[config.mk]
export PLATFORM = sky130hd
export DESIGN_NAME = ccu_top
export DESIGN_NICKNAME = d
export VERILOG_FILES = /design/src/ccu_pkg.sv /design/src/ccu_top.sv /design/src/ccu_timer.sv /design/src/ccu_capture_detect.sv
export SDC_FILE = /design/constraint.sdc
export NUM_CORES = 1
export LEC_CHECK = 0
export BUFFER_PORTS_ARGS = -buffer_cell sky130_fd_sc_hd__buf_2
export CELL_PAD_IN_SITES_DETAIL_PLACEMENT = 0
export CELL_PAD_IN_SITES_GLOBAL_PLACEMENT = 1
export CORE_ASPECT_RATIO = 1.75
export CORE_MARGIN = 1
export CORE_UTILIZATION = 41
export CTS_BUF_LIST = sky130_fd_sc_hd__clkbuf_8 sky130_fd_sc_hd__clkbuf_16
export DETAILED_ROUTE_END_ITERATION = 6
export GPL_TIMING_DRIVEN = 0
export HOLD_SLACK_MARGIN = 0.06
export PLACE_DENSITY_LB_ADDON = 0.1
export SLEW_MARGIN = 10
export SYNTH_ARGS = -nofsm -noshare
export SYNTH_HDL_FRONTEND = slang
export SYNTH_SLANG_ARGS = --single-unit
[constraint.sdc]
create_clock -name clock -period 1.7 [get_ports clock]
set_input_delay 0.17 -clock clock [delete_from_list [all_inputs] [get_ports clock]]
set_output_delay 0.17 -clock clock [all_outputs]
set_load 0.02 [all_outputs]
[src/ccu_pkg.sv]
// Purpose: Shared constants and types for the capture/compare unit.
// Assumes: One 8-bit register port; 16-bit shared timer.
// Notes:   Function list follows.
// Function
// Instruction-clocked timer holds during sleep
// Timer resumes from held value after wake
// Capture works in sleep with external clock
// Timer source: instruction clock or external
// Compare value checked against timer for equality
// Mode field picks toggle, set, clear, trigger, flag
// Match flag set with the match action
// Software makes pin an output first
// Zero control write clears compare output latch
// Software avoids asynchronous counter mode
// Software avoids raw oscillator timer clock
// Unimplemented bits read zero, ignore writes
// Flag-only mode leaves the pin alone
// Trigger pulse, converter start, timer reset
// Selected pin event captures timer count
// Match fires once per entry into equality
package ccu_pkg;
   // Register port request
   typedef struct packed {
      logic       wr;     // Write strobe
      logic       rd;     // Read strobe
      logic [3:0] addr;   // Register offset
      logic [7:0] wdata;  // Write data
   } ccu_bus_req_type;

   // Register offsets
   localparam logic [3:0] OFS_CONTROL    = 4'h0;
   localparam logic [3:0] OFS_VALUE_LOW  = 4'h1;
   localparam logic [3:0] OFS_VALUE_HIGH = 4'h2;
   localparam logic [3:0] OFS_TIMER_LOW  = 4'h3;
   localparam logic [3:0] OFS_TIMER_HIGH = 4'h4;
   localparam logic [3:0] OFS_TIMER_CTRL = 4'h5;
   localparam logic [3:0] OFS_IRQ_STATUS = 4'h6;
   localparam logic [3:0] OFS_IRQ_MASK   = 4'h7;

   // Field positions and implemented-bit masks
   localparam int         TCTRL_RUN_BIT = 0;
   localparam int         TCTRL_EXT_BIT = 1;
   localparam logic [7:0] TCTRL_BITS    = 8'h03;
   localparam int         IRQ_EVT_BIT   = 0;
   localparam int         IRQ_OVF_BIT   = 1;
   localparam logic [1:0] IRQ_BITS      = 2'h3;

   // Reset values
   localparam logic [7:0]  CONTROL_RST = 8'h00;
   localparam logic [15:0] VALUE_RST   = 16'h0000;
   localparam logic [1:0]  TCTRL_RST   = 2'h0;
   localparam logic [1:0]  IRQ_RST     = 2'h0;

   // Operating mode field encodings
   localparam logic [3:0] MODE_CMP_TOGGLE = 4'h2;
   localparam logic [3:0] MODE_CAP_FALL   = 4'h4;
   localparam logic [3:0] MODE_CAP_RISE   = 4'h5;
   localparam logic [3:0] MODE_CAP_RISE4  = 4'h6;
   localparam logic [3:0] MODE_CAP_RISE16 = 4'h7;
   localparam logic [3:0] MODE_CMP_SET    = 4'h8;
   localparam logic [3:0] MODE_CMP_CLEAR  = 4'h9;
   localparam logic [3:0] MODE_CMP_FLAG   = 4'hA;
   localparam logic [3:0] MODE_CMP_TRIG   = 4'hB;

   // Capture prescaler terminal counts
   localparam logic [3:0] PRESC4_LAST  = 4'h3;
   localparam logic [3:0] PRESC16_LAST = 4'hF;

   // Decoded compare action
   typedef enum logic [2:0] {
      ACT_NONE, ACT_TOGGLE, ACT_SET, ACT_CLEAR, ACT_TRIG, ACT_FLAG
   } ccu_action_type;
endpackage

[src/ccu_top.sv]
// Purpose: Capture/compare unit against a shared 16-bit timer.
// Assumes: Register port strobes are single-cycle, never both.
// Notes:   Pin direction is owned by the port logic outside.
//
// Decided for this implementation: strobed register access and the register offsets.
`timescale 1ns/1ps
module ccu_top (
   // Clock, reset, enable
   input  wire logic                     clock,
   input  wire logic                     sys_rst,
   input  wire logic                     ce,
   // Register port
   input  wire ccu_pkg::ccu_bus_req_type bus_req,
   output logic [7:0]                    rd_data,
   // Power and timer source
   input  wire logic                     sleep,
   input  wire logic                     ext_clk_in,
   // Converter hookup
   input  wire logic                     adc_enable,
   output logic                          adc_start,
   // Module pin
   input  wire logic                     pin_in,
   output logic                          pin_out,
   output logic                          pin_oe_n,
   // Events
   output logic                          special_trig,
   output logic                          irq
);
   // Software registers
   logic [7:0]  control_ff;      // Control register
   logic [15:0] value_ff;        // Value register pair
   logic [1:0]  tctrl_ff;        // Timer run and source
   logic [1:0]  status_ff;       // Sticky event bits
   logic [1:0]  mask_ff;         // Interrupt mask

   // Compare state
   logic        out_latch_ff;    // Compare output latch
   logic        match_prev_ff;   // Equality seen last cycle
   logic        trig_pend_ff;    // Timer reset awaiting a tick

   // Output flops
   logic [7:0]  rd_data_ff;      // Read data, one cycle late
   logic        pin_oe_n_ff;     // Low while driving the pin
   logic        trig_ff;         // Trigger pulse
   logic        adc_start_ff;    // Converter start pulse
   logic        irq_ff;          // Interrupt level

   // Decode and datapath
   logic [3:0]           mode;        // Operating mode field
   ccu_pkg::ccu_action_type action;   // Decoded compare action
   logic                 drives_pin;  // Mode owns the pin
   logic                 equal;       // Timer equals value
   logic                 fire;        // Entry into equality
   logic                 cap_evt;     // Capture event
   logic [15:0]          count;       // Timer count
   logic                 tick;        // Timer advance
   logic                 wrap;        // Timer overflow
   logic                 tload;       // Software timer load
   logic [15:0]          tload_val;   // Timer load value
   logic                 clear_req;   // Trigger reset request
   logic                 wr_ctrl;     // Control write
   logic                 wr_vlo;      // Value low write
   logic                 wr_vhi;      // Value high write
   logic                 wr_tlo;      // Timer low write
   logic                 wr_thi;      // Timer high write
   logic                 wr_tctl;     // Timer control write
   logic                 wr_stat;     // Status write
   logic                 wr_mask;     // Mask write
   logic [1:0]           nxt_status;  // Next sticky bits
   logic [1:0]           set_bits;    // Events this cycle
   logic [7:0]           rd_mux;      // Read selection

   assign mode    = control_ff[3:0];
   assign wr_ctrl = bus_req.wr && (bus_req.addr == ccu_pkg::OFS_CONTROL);
   assign wr_vlo  = bus_req.wr && (bus_req.addr == ccu_pkg::OFS_VALUE_LOW);
   assign wr_vhi  = bus_req.wr && (bus_req.addr == ccu_pkg::OFS_VALUE_HIGH);
   assign wr_tlo  = bus_req.wr && (bus_req.addr == ccu_pkg::OFS_TIMER_LOW);
   assign wr_thi  = bus_req.wr && (bus_req.addr == ccu_pkg::OFS_TIMER_HIGH);
   assign wr_tctl = bus_req.wr && (bus_req.addr == ccu_pkg::OFS_TIMER_CTRL);
   assign wr_stat = bus_req.wr && (bus_req.addr == ccu_pkg::OFS_IRQ_STATUS);
   assign wr_mask = bus_req.wr && (bus_req.addr == ccu_pkg::OFS_IRQ_MASK);

   // Mode field to compare action
   always_comb begin
      case (mode)
         ccu_pkg::MODE_CMP_TOGGLE: action = ccu_pkg::ACT_TOGGLE;
         ccu_pkg::MODE_CMP_SET:    action = ccu_pkg::ACT_SET;
         ccu_pkg::MODE_CMP_CLEAR:  action = ccu_pkg::ACT_CLEAR;
         ccu_pkg::MODE_CMP_TRIG:   action = ccu_pkg::ACT_TRIG;
         ccu_pkg::MODE_CMP_FLAG:   action = ccu_pkg::ACT_FLAG;
         default:                  action = ccu_pkg::ACT_NONE;
      endcase
   end

   // Trigger and flag-only modes never take the pin
   assign drives_pin = (action == ccu_pkg::ACT_TOGGLE) ||
                       (action == ccu_pkg::ACT_SET) ||
                       (action == ccu_pkg::ACT_CLEAR);

   // Full 16-bit equality, looked at on every cycle the timer may move
   assign equal = (action != ccu_pkg::ACT_NONE) && (count == value_ff);
   // A standing match would otherwise retrigger every cycle
   assign fire  = equal && !match_prev_ff;

   // Timer register writes keep the other byte
   assign tload     = wr_tlo || wr_thi;
   assign tload_val = wr_tlo ? {count[15:8], bus_req.wdata}
                             : {bus_req.wdata, count[7:0]};
   // Reset lands on the next timer tick, the match cycle included
   // A value change that ends the match drops a pending reset at once
   assign clear_req = (trig_pend_ff && equal) || (fire && (action == ccu_pkg::ACT_TRIG));

   // Shared timer
   ccu_timer #(
      .WIDTH (16)
   ) u_timer (
      .clock      (clock),
      .sys_rst    (sys_rst),
      .ce         (ce),
      .run        (tctrl_ff[ccu_pkg::TCTRL_RUN_BIT]),
      .src_ext    (tctrl_ff[ccu_pkg::TCTRL_EXT_BIT]),
      .sleep      (sleep),
      .ext_clk_in (ext_clk_in),
      .load       (tload),
      .load_val   (tload_val),
      .clear_req  (clear_req),
      .count      (count),
      .tick       (tick),
      .wrap       (wrap)
   );

   // Pin event detector; runs in sleep since only the timer stalls
   ccu_capture_detect u_detect (
      .clock   (clock),
      .sys_rst (sys_rst),
      .ce      (ce),
      .mode    (mode),
      .pin_in  (pin_in),
      .capture (cap_evt)
   );

   // Control register; every bit stored, upper bits feed only readback
   always_ff @(posedge clock) begin
      if (sys_rst) control_ff <= ccu_pkg::CONTROL_RST;
      else if (ce && wr_ctrl) control_ff <= bus_req.wdata;
   end

   // Value pair; a capture beats a same-cycle software write
   always_ff @(posedge clock) begin
      if (sys_rst) value_ff <= ccu_pkg::VALUE_RST;
      else if (ce) begin
         if (cap_evt) value_ff <= count;
         else if (wr_vlo) value_ff[7:0] <= bus_req.wdata;
         else if (wr_vhi) value_ff[15:8] <= bus_req.wdata;
      end
   end

   // Timer control; only two bits exist
   always_ff @(posedge clock) begin
      if (sys_rst) tctrl_ff <= ccu_pkg::TCTRL_RST;
      else if (ce && wr_tctl) tctrl_ff <= bus_req.wdata[1:0];
   end

   // Match history for once-per-entry firing
   always_ff @(posedge clock) begin
      if (sys_rst) match_prev_ff <= 1'b0;
      else if (ce) match_prev_ff <= equal;
   end

   // Compare output latch; not the port data latch
   always_ff @(posedge clock) begin
      if (sys_rst) out_latch_ff <= 1'b0;
      else if (ce) begin
         if (wr_ctrl && (bus_req.wdata == 8'h00)) out_latch_ff <= 1'b0;
         else if (fire) begin
            case (action)
               ccu_pkg::ACT_TOGGLE: out_latch_ff <= !out_latch_ff;
               ccu_pkg::ACT_SET:    out_latch_ff <= 1'b1;
               ccu_pkg::ACT_CLEAR:  out_latch_ff <= 1'b0;
               default:             out_latch_ff <= out_latch_ff;
            endcase
         end
      end
   end

   // Pin enable; the port direction bit outside still has the last word
   always_ff @(posedge clock) begin
      if (sys_rst) pin_oe_n_ff <= 1'b1;
      else if (ce) pin_oe_n_ff <= !drives_pin;
   end

   // Trigger and converter start pulses
   always_ff @(posedge clock) begin
      if (sys_rst) begin
         trig_ff      <= 1'b0;
         adc_start_ff <= 1'b0;
      end else if (ce) begin
         trig_ff      <= fire && (action == ccu_pkg::ACT_TRIG);
         adc_start_ff <= fire && (action == ccu_pkg::ACT_TRIG) && adc_enable;
      end
   end

   // Pending timer reset; dropped if the match goes away before the tick
   always_ff @(posedge clock) begin
      if (sys_rst) trig_pend_ff <= 1'b0;
      else if (ce) begin
         if (tick || !equal) trig_pend_ff <= 1'b0;
         else if (fire && (action == ccu_pkg::ACT_TRIG)) trig_pend_ff <= 1'b1;
      end
   end

   // Sticky events; a set in the clearing cycle wins
   assign set_bits   = {wrap, fire || cap_evt};
   assign nxt_status = (status_ff & ~(wr_stat ? bus_req.wdata[1:0] : 2'h0))
                       | set_bits;

   // Status and mask registers
   always_ff @(posedge clock) begin
      if (sys_rst) begin
         status_ff <= ccu_pkg::IRQ_RST;
         mask_ff   <= ccu_pkg::IRQ_RST;
      end else if (ce) begin
         status_ff <= nxt_status;
         if (wr_mask) mask_ff <= bus_req.wdata[1:0] & ccu_pkg::IRQ_BITS;
      end
   end

   // Interrupt level from the next status, so it tracks the flags exactly
   always_ff @(posedge clock) begin
      if (sys_rst) irq_ff <= 1'b0;
      else if (ce) irq_ff <= |(nxt_status & (wr_mask ? bus_req.wdata[1:0] : mask_ff));
   end

   // Read selection; absent bits and offsets read zero
   always_comb begin
      case (bus_req.addr)
         ccu_pkg::OFS_CONTROL:    rd_mux = control_ff;
         ccu_pkg::OFS_VALUE_LOW:  rd_mux = value_ff[7:0];
         ccu_pkg::OFS_VALUE_HIGH: rd_mux = value_ff[15:8];
         ccu_pkg::OFS_TIMER_LOW:  rd_mux = count[7:0];
         ccu_pkg::OFS_TIMER_HIGH: rd_mux = count[15:8];
         ccu_pkg::OFS_TIMER_CTRL: rd_mux = {6'h00, tctrl_ff};
         ccu_pkg::OFS_IRQ_STATUS: rd_mux = {6'h00, status_ff};
         ccu_pkg::OFS_IRQ_MASK:   rd_mux = {6'h00, mask_ff};
         default:                 rd_mux = 8'h00;
      endcase
   end

   // Read data stands only in the cycle after the strobe
   always_ff @(posedge clock) begin
      if (sys_rst) rd_data_ff <= 8'h00;
      else if (ce) rd_data_ff <= bus_req.rd ? rd_mux : 8'h00;
   end

   // Outputs straight from flops
   assign rd_data      = rd_data_ff;
   assign pin_out      = out_latch_ff;
   assign pin_oe_n     = pin_oe_n_ff;
   assign special_trig = trig_ff;
   assign adc_start    = adc_start_ff;
   assign irq          = irq_ff;
endmodule

[src/ccu_timer.sv]
// Purpose: Shared 16-bit timer with selectable clock source.
// Assumes: External clock input is synchronous to clock.
// Notes:   A trigger reset replaces the next increment.
`timescale 1ns/1ps
module ccu_timer #(
   parameter int WIDTH = 16
) (
   // Clock and control
   input  wire logic             clock,
   input  wire logic             sys_rst,
   input  wire logic             ce,
   // Source and sleep
   input  wire logic             run,
   input  wire logic             src_ext,
   input  wire logic             sleep,
   input  wire logic             ext_clk_in,
   // Software load and trigger reset
   input  wire logic             load,
   input  wire logic [WIDTH-1:0] load_val,
   input  wire logic             clear_req,
   // State out
   output logic      [WIDTH-1:0] count,
   output logic                  tick,
   output logic                  wrap
);
   logic             ext_prev_ff;  // Last external clock level
   logic [WIDTH-1:0] count_ff;     // Timer count

   // External clock edge history
   always_ff @(posedge clock) begin
      if (sys_rst) ext_prev_ff <= 1'b0;
      else if (ce) ext_prev_ff <= ext_clk_in;
   end

   // Only two sources; instruction clock stops in sleep, external does not
   assign tick = run && (src_ext ? (ext_clk_in && !ext_prev_ff) : !sleep);
   assign wrap = tick && !clear_req && (count_ff == {WIDTH{1'b1}});
   assign count = count_ff;

   // Count; no reload on wake, so the held value simply continues
   always_ff @(posedge clock) begin
      if (sys_rst) count_ff <= '0;
      else if (ce) begin
         if (load) count_ff <= load_val;
         else if (tick && clear_req) count_ff <= '0;
         else if (tick) count_ff <= count_ff + 1'b1;
      end
   end
endmodule

[src/ccu_capture_detect.sv]
// Purpose: Pin event detector with capture prescaler.
// Assumes: Pin input is synchronous to clock.
// Notes:   Prescaler clears outside capture modes.
`timescale 1ns/1ps
module ccu_capture_detect (
   // Clock and control
   input  wire logic       clock,
   input  wire logic       sys_rst,
   input  wire logic       ce,
   // Mode and pin
   input  wire logic [3:0] mode,
   input  wire logic       pin_in,
   // Event out
   output logic            capture
);
   logic       pin_prev_ff;  // Previous pin level
   logic [3:0] presc_ff;     // Rising edge prescaler
   logic       rise;         // Rising edge seen
   logic       fall;         // Falling edge seen
   logic       cap_mode;     // Any capture mode

   assign rise     = pin_in && !pin_prev_ff;
   assign fall     = !pin_in && pin_prev_ff;
   assign cap_mode = (mode[3:2] == ccu_pkg::MODE_CAP_FALL[3:2]);

   // Pin history
   always_ff @(posedge clock) begin
      if (sys_rst) pin_prev_ff <= 1'b0;
      else if (ce) pin_prev_ff <= pin_in;
   end

   // Prescaler; a prescale switch without turning off may miscount
   always_ff @(posedge clock) begin
      if (sys_rst) presc_ff <= 4'h0;
      else if (ce) begin
         if (!cap_mode) presc_ff <= 4'h0;
         else if (rise) presc_ff <= presc_ff + 4'h1;
      end
   end

   // Event selection per mode
   always_comb begin
      case (mode)
         ccu_pkg::MODE_CAP_FALL:   capture = fall;
         ccu_pkg::MODE_CAP_RISE:   capture = rise;
         ccu_pkg::MODE_CAP_RISE4:
            capture = rise && (presc_ff[1:0] == ccu_pkg::PRESC4_LAST[1:0]);
         ccu_pkg::MODE_CAP_RISE16:
            capture = rise && (presc_ff == ccu_pkg::PRESC16_LAST);
         default:                  capture = 1'b0;
      endcase
   end
endmodule

======== Word level (Yosys, flattened, before mapping) ========
Index checks and enable logic that the tools add are counted.
word-level totals
  register bits after elaboration ......... 67
  bits in latches ......................... 0
  RAM bits ................................ 0
  bits in read-only memories .............. 0
  memories ................................ 0
operators by class
  add/subtract/negate cells ............... 2
  multiply operators ...................... 0
  div/mod/pow operators ................... 0
  order comparisons ....................... 0
  eq/ne operators ......................... 29
  shift operators ......................... 0
  mux-type cells .......................... 22
  bitwise gates (word level) .............. 4
  reduce and logical (&&, ||, !) cells .... 57
operator list
  kind                                                                    count
  16-bit 2-to-1 mux                                                       5
  8-bit case mux with 8 select lines                                      1
  4-bit by 3-bit equality test with 1-bit output (second input constant)  8
  8-bit 2-to-1 mux                                                        4
  1-bit logical AND                                                       25
  4-bit equality test (second input constant)                             5
  16-bit by 1-bit adder with 16-bit output (second input constant)        1
  16-bit equality test                                                    1
  16-bit equality test (second input constant)                            1
  3-bit case mux with 5 select lines                                      1
  4-bit by 2-bit equality test with 1-bit output (second input constant)  3
  3-bit AND reduction                                                     4
  1-bit logical NOT                                                       9
  8-bit logical NOT                                                       1
  4-bit 2-to-1 mux                                                        2
  2-bit nonzero test                                                      4
  3-bit by 2-bit equality test with 1-bit output (second input constant)  2
  1-bit logical OR                                                        6
  2-bit AND reduction                                                     3
  3-bit nonzero test                                                      2
  1-bit 2-to-1 mux                                                        5
  4-bit by 1-bit adder with 4-bit output (second input constant)          1
  2-bit AND                                                               2
  4-bit by 1-bit equality test with 1-bit output (second input constant)  1
  other kinds (14)                                                        17

======== Logic depth before layout (Yosys ltp) ========
  depth after elaboration ................. 13
  gate-level depth with buffers ........... 9

======== Cells and area by module ========
Synthesis repeated with hierarchy kept, for this count alone.
second synthesis, totals
  cell total of the unflattened synthesis .. 523
  area total of the unflattened synthesis .. 4408.0 µm²
by module, submodules not included
  module              instances  cells an instance  area each (µm²)
  ccu_top             1          333                2889.0
  ccu_timer           1          155                1239.9
  ccu_capture_detect  1          35                 279.0

======== Worst setup path after synthesis ========
OpenSTA, ideal clock, no wires.
  kind .................................... reg2reg
  start point ............................. reg control_ff[1]
  end point ............................... reg out_latch_ff, in the netlist pin_out
  library setup time ...................... 121 ps
  arrival time ............................ 1736 ps
  path slack .............................. -157 ps
  cell stages (with the launch flop) ...... 9
  cells stage by stage .................... dfxtp_1 buf_6 nor2b_4 o2111ai_2 nor3_4 and3_1 buf_6 nor3b_2 mux2_2
on the way
  longest elaborated chain between the ends .. 7
RTL lines
  what                                                                                    RTL line        text
  from (decl)                                                                             ccu_top.sv:30   logic [7:0] control_ff;
  from (signal assigned)                                                                  ccu_top.sv:144  if (sys_rst) control_ff <= ccu_pkg::CONTROL_RST;
  from (signal assigned)                                                                  ccu_top.sv:145  else if (ce && wr_ctrl) control_ff <= bus_req.wdata;
  4-bit equality test or 4-bit by 2-bit equality test with 1-bit output (tied branches)   ccu_top.sv:85   case (mode)
  3-bit case mux with 5 select lines *                                                    ccu_top.sv:85
  branches (longest 5 deep; another with 3-bit by 2-bit equality test with 1-bit output)  --
  to (signal assigned)                                                                    ccu_top.sv:177  ccu_pkg::ACT_TOGGLE: out_latch_ff <= !out_latch_ff;
  to (signal assigned)                                                                    ccu_top.sv:180  default: out_latch_ff <= out_latch_ff;
  to (decl)                                                                               ccu_top.sv:37   logic out_latch_ff;
Mark *: on every way between the ends. The select of a mux whose other input is x is not followed.
A chain may end at the register's enable or synchronous reset.

======== Worst setup path in the final report ========
  start point ............................. reg value_ff[11]
  end point ............................... reg u_timer.count_ff[1], in the netlist u_timer.count[1]
on the way
  longest elaborated chain between the ends .. 8
RTL lines
  what                                                                       RTL line         text
  from (decl)                                                                ccu_top.sv:31    logic [15:0] value_ff;
  from (signal assigned)                                                     ccu_top.sv:150   if (sys_rst) value_ff <= ccu_pkg::VALUE_RST;
  from (signal assigned)                                                     ccu_top.sv:152   if (cap_evt) value_ff <= count;
  from (signal assigned)                                                     ccu_top.sv:154   else if (wr_vhi) value_ff[15:8] <= bus_req.wdata;
  16-bit equality test *                                                     ccu_top.sv:101   assign equal = (action != ccu_pkg::ACT_NONE) && (count == value_ff);
  1-bit logical AND *                                                        ccu_top.sv:101
  1-bit logical AND                                                          ccu_top.sv:103   assign fire = equal && !match_prev_ff;
  1-bit logical AND                                                          ccu_top.sv:111   assign clear_req = (trig_pend_ff && equal) || (fire && (action == ccu_pkg::ACT_TRIG));
  1-bit logical OR *                                                         ccu_top.sv:111
  1-bit logical AND *                                                        ccu_timer.sv:45  else if (tick && clear_req) count_ff <= '0;
  3-bit nonzero test (no source line) or 16-bit 2-to-1 mux (tied branches)   --
  3-bit AND reduction (no source line) or 16-bit 2-to-1 mux (tied branches)  --
  to (signal assigned)                                                       ccu_timer.sv:44  if (load) count_ff <= load_val;
  to (signal assigned)                                                       ccu_timer.sv:46  else if (tick) count_ff <= count_ff + 1'b1;
  to (decl)                                                                  ccu_timer.sv:27  logic [WIDTH-1:0] count_ff;
Every way passes the cells marked *; elsewhere a longest branch is shown, timed or not.

==> results_dict.tcl <==
set metrics [dict create \
    status "finished, violations left" \
    violations "negative setup slack" \
    die_area_um2 10600 \
    place_hpwl_mm 11.5 \
    intPower_uw 3140 \
    syn-num-nets 525 \
    syn_to_final_growth_pct 38.6 \
    core.rowCount 48 \
    grt_antenna_before_repair 0 \
    nFillCells 915 \
    drtIter0Drc 324 \
    dr.pass1.iters 5 \
    cts.htree.levels 3 \
    grt_overflow_total 0 \
    grt_pass1_vias 4255 \
    num_io_pins 34 \
    cts_hold_buf 0 \
    rsz0062_at_grt "yes" \
    min_period_ns 1.84 \
    finalWirelength_mm 16.3 \
    gp_congestion 0.971 \
    utilization_pct 58.5 \
    end_kind "flop" \
    finalCritPeriodShare_pct 108 \
    worstPathRequired_ns 1.90 \
    synth.distinct_cells 72 \
    worstMarginPinSlew_ns 0.764 \
    grt_max_degree 13 \
    root_buffer "clkbuf_16" \
    path_class "flop to flop" \
    peakVddDrop_mv 0.545 \
    place_area_um2 4540 \
    reg2reg_slack_ns -0.14 \
    syn_avg_cell_area_um2 8.34 \
    clkTransAtPathRegs_ns 0.06 \
    placeableCoreArea_um2 9910 \
    report.final.slew_viol_count 0 \
    vias_per_cell 6.16 \
    path_max_fanout 3 \
    clk_latency_ns 0.34 \
    p_switching_uw 1130 \
    finalInstanceArea_um2 5800 \
    ys_seq_elements 67 \
    num_vias 4369 \
    hold_path.class "input port to flop" \
    leakage_uw 0.00204 \
    start_kind "flop" \
    fin_tns_setup_ns -1.88 \
    synth-warning-count 0 \
    synthFlopType "dfxtp_1" \
    cts_made_buffers 9 \
    power_frac_comb_pct 13.4 \
    setup_viol 33 \
    switching_share_pct 26.5 \
    die_w_um 78.4 \
    synth.yosys.seq_area_share_pct 32.0 \
    nets 602 \
    place_ws_ns -0.434 \
    ant_nets 0 \
    cap_violations 0 \
    arrival_ns 2.04 \
    io_buffers 29 \
    synth_cells 502 \
    fin_ws_ns -0.136 \
    n_antenna_cell 0 \
    grt_pass1_wl_mm 24.0 \
    synth_edf_count 0 \
    drc_errors 0 \
    final-hold-violation-count 0 \
    slew_headroom_pct 48.8 \
    initial_utilization_pct 42.2 \
    tritoncts "built" \
    grt_use_total_pct 31.0 \
    cts.path.max_buffers 2 \
    wl_per_cell_um 22.9 \
    seq_power_share_pct 38.3 \
    die_height_um 136 \
    p_per_area_nw_per_um2 736 \
    timing.fmax_mhz 545 \
    clkPwrFrac_pct 48.3 \
    drive_gt1_share_pct 45.4 \
    synthesis.area_um2 4190 \
    finClkSkew_ns 0.00493 \
    clock-sinks 67 \
    async_flop_share_pct 0 \
]
==> logic make-up after synthesis <==
group | count (synthesis) | share of synthesized area, %
AO/OA/AOI/OAI | 136 | 23.1
XOR/XNOR | 16 | 3.53
adder cells (fa/ha/maj) | 2 | 0.598
buffers and inverters | 65 | 7.68
flip-flops | 67 | 32.0
multiplexers | 20 | 7.09
AND/OR/NAND/NOR | 196 | 26.0
==> power groups by stage <==
stage          logic, uW  registers, uW  clock network [uW]
2_1_floorplan        294           1660                   0
3_3_place_gp         448           1670                   0
3_5_place_dp         449           1670                   0
4_1_cts              510           1630                2080
5_1_grt              606           1640                2180
6_report             574           1630                2060
==> routing by layer <==
layer,track usage [%],vias to the layer above,routed length (um)
met5,0,-,0
met4,22.8,0,1100
met3,5.05,67,647
met2,55.9,159,8690
met1,31.6,2125,5830
li1,-,2018,-
==> worst max-delay path, stage by stage, from the launching register on <==
cell,delay (ns)
dfxtp_1,0.35
xor2_1,0.18
nor4_4,0.34
and4b_2,0.33
a21oi_4,0.08
buf_12,0.14
a221oi_2,0.21
a211oi_1,0.06
==> state kept, by name, indices dropped and copies added (netlist names) <==
| register | count |
|---|---|
| match_prev_ff | 1 |
| trig_pend_ff | 1 |
| status_ff | 2 |
| special_trig | 1 |
| u_detect.pin_prev_ff | 1 |
| u_timer.count | 16 |
| u_timer.ext_prev_ff | 1 |
| pin_out | 1 |
| pin_oe_n | 1 |
| mask_ff | 2 |
| adc_start | 1 |
| tctrl_ff | 2 |
| u_detect.presc_ff | 4 |
| irq | 1 |
| value_ff | 16 |
| control_ff | 8 |
| rd_data | 8 |
==> what timing repair did <==
action / in CTS / in global routing
endpoints found under the hold margin: 0 / 0
pin swaps: 27 / 54
gates cloned: 0 / 1
buffers inserted: 26 / 17
gates resized for setup: 84 / 86
endpoints found under the setup margin: 40 / 53
==> layout make-up <==
cell class,instances,area [um^2],share of cell area [%]
Buffer,33,205,3.54
Clock buffer,10,239,4.12
Clock inverter,6,86.3,1.49
Inverter,25,97.6,1.68
Multi-Input combinational cell,370,3060,52.8
Sequential cell,67,1420,24.4
Tap cell,125,156,2.70
Timing Repair Buffer,73,538,9.28
==> cell usage in the layout (no fill, tap or decap), types with 14 or more instances in the layout <==
master,instances
nor2_1,33
nand2_1,38
o21ai_0,15
buf_4,33
dfxtp_1,35
nand3_1,28
buf_6,18
a21oi_1,25
a21oi_2,22
inv_1,23
buf_2,36
dfxtp_4,14
dfxtp_2,18
==> metrics by stage <==
stage	hold WS, ns	total power [uW]	instances
global route	0.134	4420	709
floorplan	0.317	1950	502
CTS	0.102	4220	696
finish	0.106	4270	709
detailed placement	0.455	2120	656
global placement	0.425	2120	656
==> path summary, 6_finish.rpt <==
path	from	endpoint	depth (start not counted)
worst max register to register	value_ff[11]	u_timer.count[1]	7
worst min-delay path	adc_enable	adc_start	3
worst max-delay path	value_ff[11]	u_timer.count[1]	7
worst min register to register	adc_start	adc_start	2
==> Yosys cell counts (all sizes together), types with 2 or more instances <==
cell type,n,area share (%)
dfxtp,67,32
a21oi,48,6.0
nand2,42,3.8
nor2,37,3.4
nand3,31,3.7
buf,26,4.1
inv,25,2.2
o21ai,18,2.2
o221a,16,4.3
clkbuf,14,1.4
nor2b,14,2.3
nor3,14,2.3
a31oi,12,1.8
nor4,12,2.3
xnor2,11,2.5
mux2i,9,2.2
a22oi,7,1.4
and4,7,1.5
mux4,7,3.9
nand2b,7,1.0
and2,6,0.90
and3,6,0.90
nand3b,5,0.90
nand4,5,0.75
xor2,5,1.0
a221oi,4,0.84
mux2,4,1.1
o32ai,4,1.0
a211oi,3,0.54
a32oi,3,0.63
o2111ai,3,0.78
a41oi,2,0.42
ha,2,0.60
nand4b,2,0.42
o211ai,2,0.36
o21a,2,0.36
or3,2,0.30
Power figures use the tool's default switching activity.
